===== src/rtl/posc_pkg.sv =====
// constants, register map and types for the pwm output stage control block
package posc_pkg;

    // ************************************************************
    // register offsets (serial control subaddresses)
    // ************************************************************
    localparam logic [7:0] ADDR_VOL_RAMP   = 8'h0e;
    localparam logic [7:0] ADDR_MOD_LIMIT  = 8'h10;
    localparam logic [7:0] ADDR_DLY_ONE    = 8'h11;
    localparam logic [7:0] ADDR_DLY_TWO    = 8'h12;
    localparam logic [7:0] ADDR_DLY_ONE_N  = 8'h13;
    localparam logic [7:0] ADDR_DLY_TWO_N  = 8'h14;
    localparam logic [7:0] ADDR_STOP_GROUP = 8'h19;
    localparam logic [7:0] ADDR_SOFT_PER   = 8'h1a;

    // ************************************************************
    // reset values
    // ************************************************************
    localparam logic [7:0] RST_VOL_RAMP   = 8'h00;
    localparam logic [7:0] RST_MOD_LIMIT  = 8'h00;
    localparam logic [7:0] RST_DLY_ONE    = 8'hac;
    localparam logic [7:0] RST_DLY_TWO    = 8'h54;
    localparam logic [7:0] RST_STOP_GROUP = 8'h30;
    localparam logic [7:0] RST_SOFT_PER   = 8'h0f;

    // ************************************************************
    // field layout
    // ************************************************************
    localparam int SLEW_LSB     = 0;
    localparam int SLEW_W       = 3;
    localparam int LIMIT_W      = 3;
    localparam int SKEW_LSB     = 2;
    localparam int SKEW_W       = 6;
    localparam int GROUP_W      = 4;
    localparam int SOFT_DIS_BIT = 7;
    localparam int SOFT_CODE_W  = 5;
    localparam int SKEW_UNIT    = 4;   // delay clocks per skew step

    // slew codes and step counts
    localparam logic [2:0]  SLEW_512   = 3'h0;
    localparam logic [2:0]  SLEW_1024  = 3'h1;
    localparam logic [2:0]  SLEW_2048  = 3'h2;
    localparam logic [2:0]  SLEW_256   = 3'h3;
    localparam logic [11:0] STEPS_256  = 12'h100;
    localparam logic [11:0] STEPS_512  = 12'h200;
    localparam logic [11:0] STEPS_1024 = 12'h400;
    localparam logic [11:0] STEPS_2048 = 12'h800;

    // ************************************************************
    // timing: ramp step time per rate family, in ns
    // ************************************************************
    localparam int CLK_NS       = 50;
    localparam int STEP_8K_NS   = 125000;
    localparam int STEP_441_NS  = 90700;
    localparam int STEP_48_NS   = 83300;
    localparam int STEP_8K_CYC  = STEP_8K_NS / CLK_NS;
    localparam int STEP_441_CYC = STEP_441_NS / CLK_NS;
    localparam int STEP_48_CYC  = STEP_48_NS / CLK_NS;

    // soft period: shortest code 01000 lasts 16.5 ms
    localparam int SOFT_MIN_US   = 16500;
    localparam int SOFT_MIN_CYC  = SOFT_MIN_US * 1000 / CLK_NS;
    localparam logic [4:0] SOFT_FIRST_CODE = 5'h08;
    // hold length per code from 01000 up, in tenths of a millisecond
    localparam int SOFT_TENTH_US = 100;
    localparam int SOFT_TENTHS [24] = '{
        165, 239, 314, 404, 539, 703, 942, 1257,
        1646, 2394, 3142, 4039, 5386, 7031, 9425, 12566,
        17281, 25136, 32991, 42417, 56556, 73837, 98973, 131964
    };

    // sample rate family
    typedef enum logic [1:0] {
        POSC_FAM_8K  = 2'h0,
        POSC_FAM_441 = 2'h1,
        POSC_FAM_48  = 2'h2
    } posc_family_t;

    // shutdown sequencer, gray along stop->soft->run->soft
    typedef enum logic [1:0] {
        POSC_ST_STOP  = 2'b00,
        POSC_ST_START = 2'b01,
        POSC_ST_RUN   = 2'b11,
        POSC_ST_HALT  = 2'b10
    } posc_state_t;

endpackage : posc_pkg


===== src/rtl/posc_soft_timer.sv =====
// soft start/stop period timer for the pwm output stage
`timescale 1ns/100ps
module posc_soft_timer #(
    parameter int BASE_CYC = posc_pkg::SOFT_MIN_CYC
) (
    // clock and reset
    input  wire logic       clock_i,
    input  wire logic       rst_n_i,
    // control
    input  wire logic       start_i,
    input  wire logic [4:0] code_i,
    // status
    output logic            busy_o
);
    // clocks per table unit; BASE_CYC is the length of the 16.5 ms hold
    localparam int TENTH_CYC = BASE_CYC * posc_pkg::SOFT_TENTH_US /
                               posc_pkg::SOFT_MIN_US;

    // the prescaler is 24 bits wide, so the unit must fit in it
    if (TENTH_CYC < 1 || TENTH_CYC > 32'hffffff) begin : g_bad_base
        $error("posc_soft_timer: BASE_CYC out of range");
    end

    logic [23:0] pre_ff;
    logic [23:0] nxt_pre;
    logic [16:0] units_ff;
    logic [16:0] nxt_units;
    logic [16:0] load_units;
    wire  [4:0]  idx = code_i - posc_pkg::SOFT_FIRST_CODE;

    // codes below 01000 give no hold; above, one table entry per code
    assign load_units = (code_i < posc_pkg::SOFT_FIRST_CODE) ? 17'h00000 :
        17'(posc_pkg::SOFT_TENTHS[idx]);

    // unit prescaler and unit countdown; a new start restarts the hold
    always_comb begin
        nxt_pre   = pre_ff;
        nxt_units = units_ff;
        if (start_i) begin
            nxt_pre   = 24'(TENTH_CYC - 1);
            nxt_units = load_units;
        end else if (units_ff != 17'h00000) begin
            if (pre_ff == 24'h000000) begin
                nxt_pre   = 24'(TENTH_CYC - 1);
                nxt_units = units_ff - 17'h00001;
            end else begin
                nxt_pre = pre_ff - 24'h000001;
            end
        end
    end

    always_ff @(posedge clock_i) begin
        if (!rst_n_i) begin
            pre_ff   <= 24'h000000;
            units_ff <= 17'h00000;
        end else begin
            pre_ff   <= nxt_pre;
            units_ff <= nxt_units;
        end
    end

    assign busy_o = (units_ff != 17'h00000);

endmodule : posc_soft_timer


===== src/rtl/posc_ctrl.sv =====
// pwm output stage control: registers, ramp pacing, skews, shutdown sequence
// ************************************************************
// Summary of operation
// - slew field bits 2..0 sets ramp steps
// - ramp step paced by rate family
// - slew codes 512,1024,2048,256; top bit reserved
// - three-bit modulation limit code, upper bits zero
// - signed six-bit skew times four delay clocks
// - four skew registers, resets ac,54,ac,54
// - group members stay stopped unless group_bypass_i set
// - soft period after shutdown or power-down change
// - fifty percent hold period set by code
// - clearing all_stop_i exits shutdown while power_down_pin_i is low; set stops all channels after any soft hold
// ************************************************************
`timescale 1ns/100ps
module posc_ctrl (
    // clock and reset
    input  wire logic        clock_i,
    input  wire logic        rst_n_i,
    // register access
    input  wire logic        wr_en_i,
    input  wire logic [7:0]  addr_i,
    input  wire logic [7:0]  wdata_i,
    output logic      [7:0]  rdata_o,
    // system context
    input  wire logic        all_stop_i,
    input  wire logic        group_bypass_i,
    input  wire logic        power_down_pin_i,
    input  wire logic [1:0]  rate_family_i,
    input  wire logic        period_edge_i,
    input  wire logic        ramp_req_i,
    // modulator settings
    output logic      [11:0] ramp_steps_o,
    output logic             ramp_step_o,
    output logic      [2:0]  mod_limit_o,
    output logic      [31:0] skew_o,
    output logic      [3:0]  chan_run_o,
    output logic             half_duty_o
);
    // ************************************************************
    // register file
    // ************************************************************
    logic [7:0] vol_ff, lim_ff, grp_ff, soft_ff;
    logic [7:0] dly_ff [4];
    wire  hit_vol  = wr_en_i && addr_i == posc_pkg::ADDR_VOL_RAMP;
    wire  hit_lim  = wr_en_i && addr_i == posc_pkg::ADDR_MOD_LIMIT;
    wire  hit_grp  = wr_en_i && addr_i == posc_pkg::ADDR_STOP_GROUP;
    wire  hit_soft = wr_en_i && addr_i == posc_pkg::ADDR_SOFT_PER;

    // reserved bits are stored but ignored; keeps readback faithful
    always_ff @(posedge clock_i) begin
        if (!rst_n_i) begin
            vol_ff  <= posc_pkg::RST_VOL_RAMP;
            lim_ff  <= posc_pkg::RST_MOD_LIMIT;
            grp_ff  <= posc_pkg::RST_STOP_GROUP;
            soft_ff <= posc_pkg::RST_SOFT_PER;
        end else begin
            if (hit_vol)  vol_ff  <= wdata_i;
            if (hit_lim)  lim_ff  <= wdata_i;
            if (hit_grp)  grp_ff  <= wdata_i;
            if (hit_soft) soft_ff <= wdata_i;
        end
    end

    // one generate entry per skew channel: 1, 2, 1 inverted, 2 inverted
    genvar gi;
    generate
        for (gi = 0; gi < 4; gi++) begin : g_dly
            localparam logic [7:0] ADDR = 8'(posc_pkg::ADDR_DLY_ONE + gi);
            localparam logic [7:0] RST  = (gi % 2 == 0) ?
                posc_pkg::RST_DLY_ONE : posc_pkg::RST_DLY_TWO;
            logic [7:0] held_ff;
            wire  [5:0] code = dly_ff[gi][posc_pkg::SKEW_LSB +:
                                          posc_pkg::SKEW_W];
            always_ff @(posedge clock_i) begin
                if (!rst_n_i) begin
                    dly_ff[gi] <= RST;
                end else if (wr_en_i && addr_i == ADDR) begin
                    dly_ff[gi] <= wdata_i;
                end
            end
            // skew in delay clocks = signed code * 4, taken at boundary
            always_ff @(posedge clock_i) begin
                if (!rst_n_i) begin
                    held_ff <= 8'(signed'(RST[7:2]) * posc_pkg::SKEW_UNIT);
                end else if (period_edge_i) begin
                    held_ff <= {code, 2'b00};
                end
            end
            assign skew_o[gi*8 +: 8] = held_ff;
        end
    endgenerate

    // register readback, unmapped addresses read zero
    always_comb begin
        unique case (addr_i)
            posc_pkg::ADDR_VOL_RAMP:   rdata_o = vol_ff;
            posc_pkg::ADDR_MOD_LIMIT:  rdata_o = lim_ff;
            posc_pkg::ADDR_DLY_ONE:    rdata_o = dly_ff[0];
            posc_pkg::ADDR_DLY_TWO:    rdata_o = dly_ff[1];
            posc_pkg::ADDR_DLY_ONE_N:  rdata_o = dly_ff[2];
            posc_pkg::ADDR_DLY_TWO_N:  rdata_o = dly_ff[3];
            posc_pkg::ADDR_STOP_GROUP: rdata_o = grp_ff;
            posc_pkg::ADDR_SOFT_PER:   rdata_o = soft_ff;
            default:                   rdata_o = 8'h00;
        endcase
    end

    // ************************************************************
    // volume ramp pacing
    // ************************************************************
    wire [2:0] slew = vol_ff[posc_pkg::SLEW_LSB +: posc_pkg::SLEW_W];
    logic [11:0] steps;
    // reserved codes fall back to the default so a ramp never stalls
    always_comb begin
        unique case (slew)
            posc_pkg::SLEW_1024: steps = posc_pkg::STEPS_1024;
            posc_pkg::SLEW_2048: steps = posc_pkg::STEPS_2048;
            posc_pkg::SLEW_256:  steps = posc_pkg::STEPS_256;
            default:             steps = posc_pkg::STEPS_512;
        endcase
    end

    logic [12:0] step_reload;
    assign step_reload =
        (rate_family_i == posc_pkg::POSC_FAM_441) ?
            13'(posc_pkg::STEP_441_CYC - 1) :
        (rate_family_i == posc_pkg::POSC_FAM_48) ?
            13'(posc_pkg::STEP_48_CYC - 1) :
            13'(posc_pkg::STEP_8K_CYC - 1);

    logic [12:0] pace_ff;
    logic [11:0] left_ff;
    logic [11:0] steps_ff;
    wire  pace_done = (pace_ff == 13'h0000);
    wire  ramping   = (left_ff != 12'h000);

    // a new ramp request restarts the step count with the current slew
    always_ff @(posedge clock_i) begin
        if (!rst_n_i) begin
            pace_ff  <= 13'h0000;
            left_ff  <= 12'h000;
            steps_ff <= posc_pkg::STEPS_512;
        end else begin
            if (ramp_req_i) begin
                left_ff  <= steps;
                steps_ff <= steps;
                pace_ff  <= step_reload;
            end else if (ramping) begin
                pace_ff <= pace_done ? step_reload : pace_ff - 13'h0001;
                if (pace_done) left_ff <= left_ff - 12'h001;
            end
        end
    end
    assign ramp_steps_o = steps_ff;
    assign ramp_step_o  = ramping && pace_done && !ramp_req_i;

    // ************************************************************
    // modulation limit, taken at the period boundary
    // ************************************************************
    logic [2:0] lim_held_ff;
    always_ff @(posedge clock_i) begin
        if (!rst_n_i) begin
            lim_held_ff <= posc_pkg::RST_MOD_LIMIT[2:0];
        end else if (period_edge_i) begin
            lim_held_ff <= lim_ff[posc_pkg::LIMIT_W-1:0];
        end
    end
    assign mod_limit_o = lim_held_ff;

    // ************************************************************
    // shutdown sequencer with soft start/stop
    // ************************************************************
    posc_pkg::posc_state_t state_ff, nxt_state;
    logic pdn_ff, stop_ff;
    wire  want_run  = !all_stop_i && !power_down_pin_i;
    wire  cmd_edge  = (all_stop_i != stop_ff) ||
                      (power_down_pin_i != pdn_ff);
    wire  soft_on   = !soft_ff[posc_pkg::SOFT_DIS_BIT];
    wire  soft_kick = cmd_edge && soft_on;
    logic soft_busy;

    posc_soft_timer u_soft (
        .clock_i (clock_i),
        .rst_n_i (rst_n_i),
        .start_i (soft_kick),
        .code_i  (soft_ff[posc_pkg::SOFT_CODE_W-1:0]),
        .busy_o  (soft_busy)
    );
    // a disabled timer never holds, even if it was still counting
    wire  soft_hold = soft_busy && soft_on;

    always_comb begin
        nxt_state = state_ff;
        unique case (state_ff)
            posc_pkg::POSC_ST_STOP:
                if (want_run) nxt_state = posc_pkg::POSC_ST_START;
            posc_pkg::POSC_ST_START:
                if (!want_run) nxt_state = posc_pkg::POSC_ST_HALT;
                else if (!soft_hold && !soft_kick)
                    nxt_state = posc_pkg::POSC_ST_RUN;
            posc_pkg::POSC_ST_RUN:
                if (!want_run) nxt_state = posc_pkg::POSC_ST_HALT;
            posc_pkg::POSC_ST_HALT:
                if (!soft_hold && !soft_kick)
                    nxt_state = posc_pkg::POSC_ST_STOP;
        endcase
    end

    logic [3:0] run_ff;
    // membership mask counts only when the bypass bit is clear
    wire  [3:0] members = group_bypass_i ? 4'h0 :
                          grp_ff[posc_pkg::GROUP_W-1:0];

    // outputs change only on a pwm period boundary
    always_ff @(posedge clock_i) begin
        if (!rst_n_i) begin
            state_ff    <= posc_pkg::POSC_ST_STOP;
            pdn_ff      <= 1'b0;    // pin idle level: no false kick
            stop_ff     <= 1'b1;
            run_ff      <= 4'h0;
            half_duty_o <= 1'b0;
        end else begin
            state_ff <= nxt_state;
            pdn_ff   <= power_down_pin_i;
            stop_ff  <= all_stop_i;
            if (period_edge_i) begin
                run_ff <= (state_ff == posc_pkg::POSC_ST_STOP) ? 4'h0 :
                          ~members;
                half_duty_o <= soft_hold &&
                    ((state_ff == posc_pkg::POSC_ST_START) ||
                     (state_ff == posc_pkg::POSC_ST_HALT));
            end
        end
    end
    assign chan_run_o = run_ff;

endmodule : posc_ctrl


===== config.mk =====
export PLATFORM = sky130hd
export DESIGN_NAME = posc_ctrl
export DESIGN_NICKNAME = d
export VERILOG_FILES = /design/src/rtl/posc_pkg.sv /design/src/rtl/posc_soft_timer.sv /design/src/rtl/posc_ctrl.sv
export SDC_FILE = /design/constraint.sdc
export NUM_CORES = 1
export LEC_CHECK = 0
export CAP_MARGIN = 40
export CORE_UTILIZATION = 69
export CTS_CLUSTER_DIAMETER = 100
export DETAILED_ROUTE_END_ITERATION = 12
export DONT_BUFFER_PORTS = 1
export PLACE_DENSITY = 0.85
export SLEW_MARGIN = 40
export SYNTH_ARGS = -nofsm -noshare
export SYNTH_HDL_FRONTEND = slang
export SYNTH_SLANG_ARGS = --single-unit

===== constraint.sdc =====
create_clock -name clock_i -period 4.8 [get_ports clock_i]
set_clock_uncertainty 0.05 [all_clocks]
set_input_delay 0.24 -clock clock_i [delete_from_list [all_inputs] [get_ports clock_i]]
set_output_delay 0.24 -clock clock_i [all_outputs]
set_load 0.01 [all_outputs]

# ---- Word-level counts from Yosys, hierarchy flattened
# Memory sizes are Yosys's and may differ from the RTL's.
# Index checks and enable logic that the tools add are counted.
dict set report totals {
  regBits 146
  wordCells 138
  mem_bits_ro 1024
  memories 2
  ram_bits 32
}
dict set report classes {
  mux 44
  n_reduce_logical 36
  bitwise_logic 7
  addsub 5
  eq_ne 22
  magnitude_cmp 2
}
# memory words word_bits read_ports rd_clocked_by_memory_dff write_ports line
set memory_table {}
lappend memory_table {{(name not given)} 32 32 1 0 0 posc_soft_timer.sv:33} ;# 17'(posc_pkg::SOFT_TENTHS[idx]);
lappend memory_table {dly_ff 4 8 4 0 4 posc_ctrl.sv:44} ;# logic [7:0] dly_ff [4];
# cell n
set ops {}
lappend ops {{17-bit 2-to-1 mux} 6}
lappend ops {{8-bit one-hot mux with 8 select lines} 1}
lappend ops {{12-bit 2-to-1 mux} 5}
lappend ops {{8-bit by 5-bit == test with 1-bit output (second input constant)} 7}
lappend ops {{13-bit 2-to-1 mux} 3}
lappend ops {{12-bit one-hot mux with 3 select lines} 1}
lappend ops {{8-bit 2-to-1 mux} 4}
lappend ops {{24-bit zero test} 1}
lappend ops {{24-bit 2-to-1 mux} 1}
lappend ops {{24-bit by 1-bit subtractor with 24-bit output (second input constant)} 1}
lappend ops {{11-bit 2-to-1 mux} 2}
lappend ops {{17-bit nonzero test} 1}
lappend ops {{17-bit by 1-bit subtractor with 17-bit output (second input constant)} 1}
lappend ops {{1-bit logical AND} 15}
lappend ops {{13-bit zero test} 1}
lappend ops {{1-bit 2-to-1 mux} 13}
lappend ops {{13-bit by 1-bit subtractor with 13-bit output (second input constant)} 1}
lappend ops {{12-bit nonzero test} 1}
lappend ops {{12-bit by 1-bit subtractor with 12-bit output (second input constant)} 1}
lappend ops {{2-bit 2-to-1 mux} 5}
lappend ops {{8-bit by 4-bit == test with 1-bit output (second input constant)} 1}
lappend ops {{4-bit 2-to-1 mux} 2}
lappend ops {{2-bit one-hot mux with 4 select lines} 1}
lappend ops {{2-bit nonzero test} 4}
lappend ops {{other kinds (20)} 37}

# ---- Logic depth before layout (Yosys ltp)
dict set report depth {
  word_depth 8
  ltp_mapped 10
}

# ---- Hierarchy
# From an unflattened synthesis, not the netlist that was laid out.
dict set report unflattened {
  hier_cells 1062
  area_unflattened_um2 9469.1
}
# mod instances area_each_um2 seq_area_each_um2 cells_each
set modules_own_cells {}
lappend modules_own_cells {posc_ctrl 1 6264.8 2902.8 649}
lappend modules_own_cells {posc_soft_timer 1 3204.3 820.8 413}

# ---- Worst setup path after synthesis
# OpenSTA, ideal clock, no wires.
dict set report synth_timing {
  path_type {reg2reg}
  from {reg u_soft.pre_ff[0]}
  to {reg u_soft.units_ff[13]}
  path_stages_with_launch 10
  t_required_ps 4676
  setup_slack_ps 2610
  t_arrival_ps 2066
  setup_time_ps 74
  n_path_buf 1
  path_cell_list {dfxtp_1 inv_1 ha_1 or4b_1 nor4_4 and3_1 buf_6 nand2_4 or4_1 a31oi_1}
}
dict set report synth_between {
  elab_chain_len 3
}
# element line
set synth_rtl {}
lappend synth_rtl {{start: declaration} posc_soft_timer.sv:24} ;# logic [23:0] pre_ff;
lappend synth_rtl {{start signal: assignment} posc_soft_timer.sv:57} ;# pre_ff <= nxt_pre;
lappend synth_rtl {{24-bit zero test} posc_soft_timer.sv:43} ;# if (pre_ff == 24'h000000) begin
lappend synth_rtl {{2-bit nonzero test (no source line)} n/a}
lappend synth_rtl {{2-bit AND reduction (no source line)} n/a}
lappend synth_rtl {{end signal: assignment} posc_soft_timer.sv:58} ;# units_ff <= nxt_units;
lappend synth_rtl {{end: declaration} posc_soft_timer.sv:26} ;# logic [16:0] units_ff;
# Every way passes these cells.
# A chain may end at the register's enable or synchronous reset.

# ---- Worst setup path after layout
dict set report layout_timing {
  from {reg u_soft.units_ff[9]}
  to {reg u_soft.units_ff[2]}
}
dict set report layout_between {
  elab_chain_len 3
}
# element line
set layout_rtl {}
lappend layout_rtl {{17-bit nonzero test} posc_soft_timer.sv:42} ;# end else if (units_ff != 17'h00000) begin
lappend layout_rtl {{2-bit nonzero test (no source line)} n/a}
lappend layout_rtl {{2-bit AND reduction (no source line)} n/a}
# Every way passes these cells.

==> out/qor.txt <==
status = finished clean
MaxCap Viol Count = 0
Port Buffers = 0
vias in the first global route = 7,053
top cell type's share of synthesized area = 31.5%
Final Hold Fails = 0
Least-Margin Pin Slew = 763 ps
Period Utilization, post-route = 56.5%
Post-synth top flop = dfxtp_1
worst-path maximum fanout = 16
FILL cells = 823
most frequent CP cell = a21oi_1
sequential area share after synthesis = 42.4%
Post-CTS Setup Inserts = 0
DP Worst Slack = 1940 ps
DIE AREA = 0.0132 mm^2
post-route ant nets = 0
CP Data Arrival Time = 3030 ps
gpl congestion = 0.931
Chip Height = 115 um
drt pass-1 iters = 5
largest delay contributor family on the critical path = simple AND/OR/NAND/NOR gates
FMAX = 368 MHz
peak supply drop = 0.000360 V
Hold Worst Slack = 22.7 ps
Final min period = 2710 ps
Final Non-Filler Cells = 1,146
P&R area growth vs syn = 8.38%
clk_lat worst skew = 440 ps
largest net degree at the start of global routing = 44
EDFF count, synth = 32
Startpoint Class = register
syn avg cell area = 8.97 um^2
root buffer cell = clkbuf_16
final core occ = 77.9%
dominant cell type by area after synthesis = dfxtp_1
Die X-Extent = 115 um
initial antenna violation count = 1
Post-Syn Area = 0.00878 mm^2
Post-synth ARST share = 0%
vias per cell = 6.53
worst hold path type = input port to register
Critical Path End Type = register
count of cell types in the netlist = 70
Final setup viols = 0
DRT iter0 DRCs = 1,043
slack of the critical path = 2090 ps
Initial Utilization = 71.9%
layout cell share with drive strength beyond 1 = 6.95%
CTS clk-pin slew, worst paths = 70 ps
Core Footprint = 0.0122 mm^2
hpwl dp = 14,200 um
Pins Over Slew Limit = 0
DRT Wirelength = 22,600 um
Longest Clk Path Bufs = 2
Ys Warns = 0
Ports = 87
DRC violations left = 0
Buf+Inv Stages, Crit Path = 0
Num Clock Sinks = 170
via count = 7,483
RSZ-0062 raised after global routing = no
CTS Buf Count = 17
placed cells = 1,098
setup_tns = 0 ps
pwr dens = 362 mW/mm^2
cells along the critical path = nor4_1 -> and4_1 -> nand3_4 -> a21oi_1 -> o21ai_0 -> a21oi_1
placed cell area = 0.00876 mm^2
Site Rows = 40
first-pass GRT wire length = 36,700 um
leakage = 3.62 nW
H-tree depth = 4
n_diodes = 0
Tot Pwr = 3.44 mW
drt wl/cell = 19.7 um
Slew HR = 48.6%
post-synthesis sequential element count = 170
Overflow after GRT = 0
Critical Path RT = 5110 ps
largest cells by area after synthesis = dfxtp_1 (31%), edfxtp_1 (11%), mux2i_1 (6.5%), nor2_1 (5.1%), ha_1 (3.7%)
total track usage = 36.3%
slowest CP cell = nor4_1
Layout Nets = 1,017
Setup CP Type = register to register
Critical Path Max Stage Delay = 620 ps
cell count after synthesis = 979
design area = 0.00952 mm^2
CTS tree = done
synthesized netlist by cell type (11+ instances only):
cell / instances
buf_4: 16
edfxtp_1: 32
a21oi_1: 52
a31oi_1: 11
nand3_1: 33
nand2_1: 84
mux2i_1: 57
a22oi_1: 18
nor4_1: 17
nand2b_1: 14
nor2_1: 120
inv_1: 29
dfxtp_1: 138
clkbuf_1: 37
nand4_1: 14
xnor2_1: 24
or3_1: 18
ha_1: 26
nor3_1: 30
xor2_1: 16
o21ai_0: 45
and2_1: 25
worst paths after layout:
path	from	end	slack, ps	cells after the start
setup reg to reg	u_soft.units_ff[9]$_SDFFE_PN0P_	u_soft.units_ff[2]$_SDFFE_PN0P_	2090	6
hold reg to reg	vol_ff[7]$_SDFFE_PN0P_	vol_ff[7]$_SDFFE_PN0P_	410	2
hold / removal	ramp_req_i	pace_ff[12]$_SDFFE_PN0P_	20	2
setup / recovery	u_soft.units_ff[9]$_SDFFE_PN0P_	u_soft.units_ff[2]$_SDFFE_PN0P_	2090	6
what timing repair did:
action                                 in CTS  in global routing
setup endpoints to repair                   0                  0
resized for setup                           0                  0
hold buffers                               16                  0
endpoints found under the hold margin     122                  0
cell families (layout without fill, tap and decap cells):
logic type / count (synthesis) / count (layout) / share of synthesized area (%)
compound gates: 181 / 181 / 13.1
xor+xnor: 40 / 40 / 3.99
mux: 68 / 68 / 9.19
buf+inv: 97 / 81 / 5.00
simple gates: 396 / 396 / 22.6
other cells: 1 / 16 / 0.0427
fa+ha+maj: 26 / 26 / 3.71
flops: 170 / 170 / 42.4
layout by cell type (no fill, tap or decap), types with 26 or more instances in the layout:
| cell | instances |
|---|---|
| o21ai_0 | 42 |
| nand3_1 | 33 |
| and2_1 | 26 |
| a21oi_1 | 52 |
| nor2_1 | 119 |
| inv_1 | 28 |
| nor3_1 | 28 |
| mux2i_1 | 57 |
| edfxtp_1 | 32 |
| nand2_1 | 84 |
| dfxtp_1 | 136 |
state kept, by name (all words and copies together) (netlist names), 2 cells and up:
name / flops
mod_limit_o: 3
u_soft.pre_ff: 24
lim_ff: 8
left_ff: 12
pace_ff: 13
u_soft.units_ff: 17
dly_ff: 32
vol_ff: 8
chan_run_o: 4
g_dly.held_ff: 24
grp_ff: 8
ramp_steps_o: 4
soft_ff: 8
state_ff: 2
cell type report:
cell class | count | area, um^2 | share of cell area (%)
Clock buffer | 19 | 433 | 4.55
Clock inverter | 13 | 133 | 1.39
Inverter | 30 | 113 | 1.18
Multi-Input combinational cell | 727 | 4700 | 49.4
Sequential cell | 170 | 3730 | 39.2
Tap cell | 168 | 210 | 2.21
Timing Repair Buffer | 19 | 203 | 2.13
worst register-to-register path, stage by stage, from the launching register on:
cell and delay [ps]:
dfxtp_1 380, nor4_1 620, and4_1 400, nand3_4 220, a21oi_1 590, o21ai_0 220, a21oi_1 170
routing by layer:
metal	vias up	track usage, %	share of wire, %
li1	3450	-	-
met1	3524	47.2	40
met2	428	58.3	47
met3	79	9.07	9.9
met4	2	15.1	3.1
met5	-	0	0.062
power by group:
group | internal [mW] | switching (mW)
Sequential | 1.53 | 0.0816
Clock | 0.729 | 0.612
Combinational | 0.186 | 0.304
No activity file was read; power rests on OpenSTA's default activity.
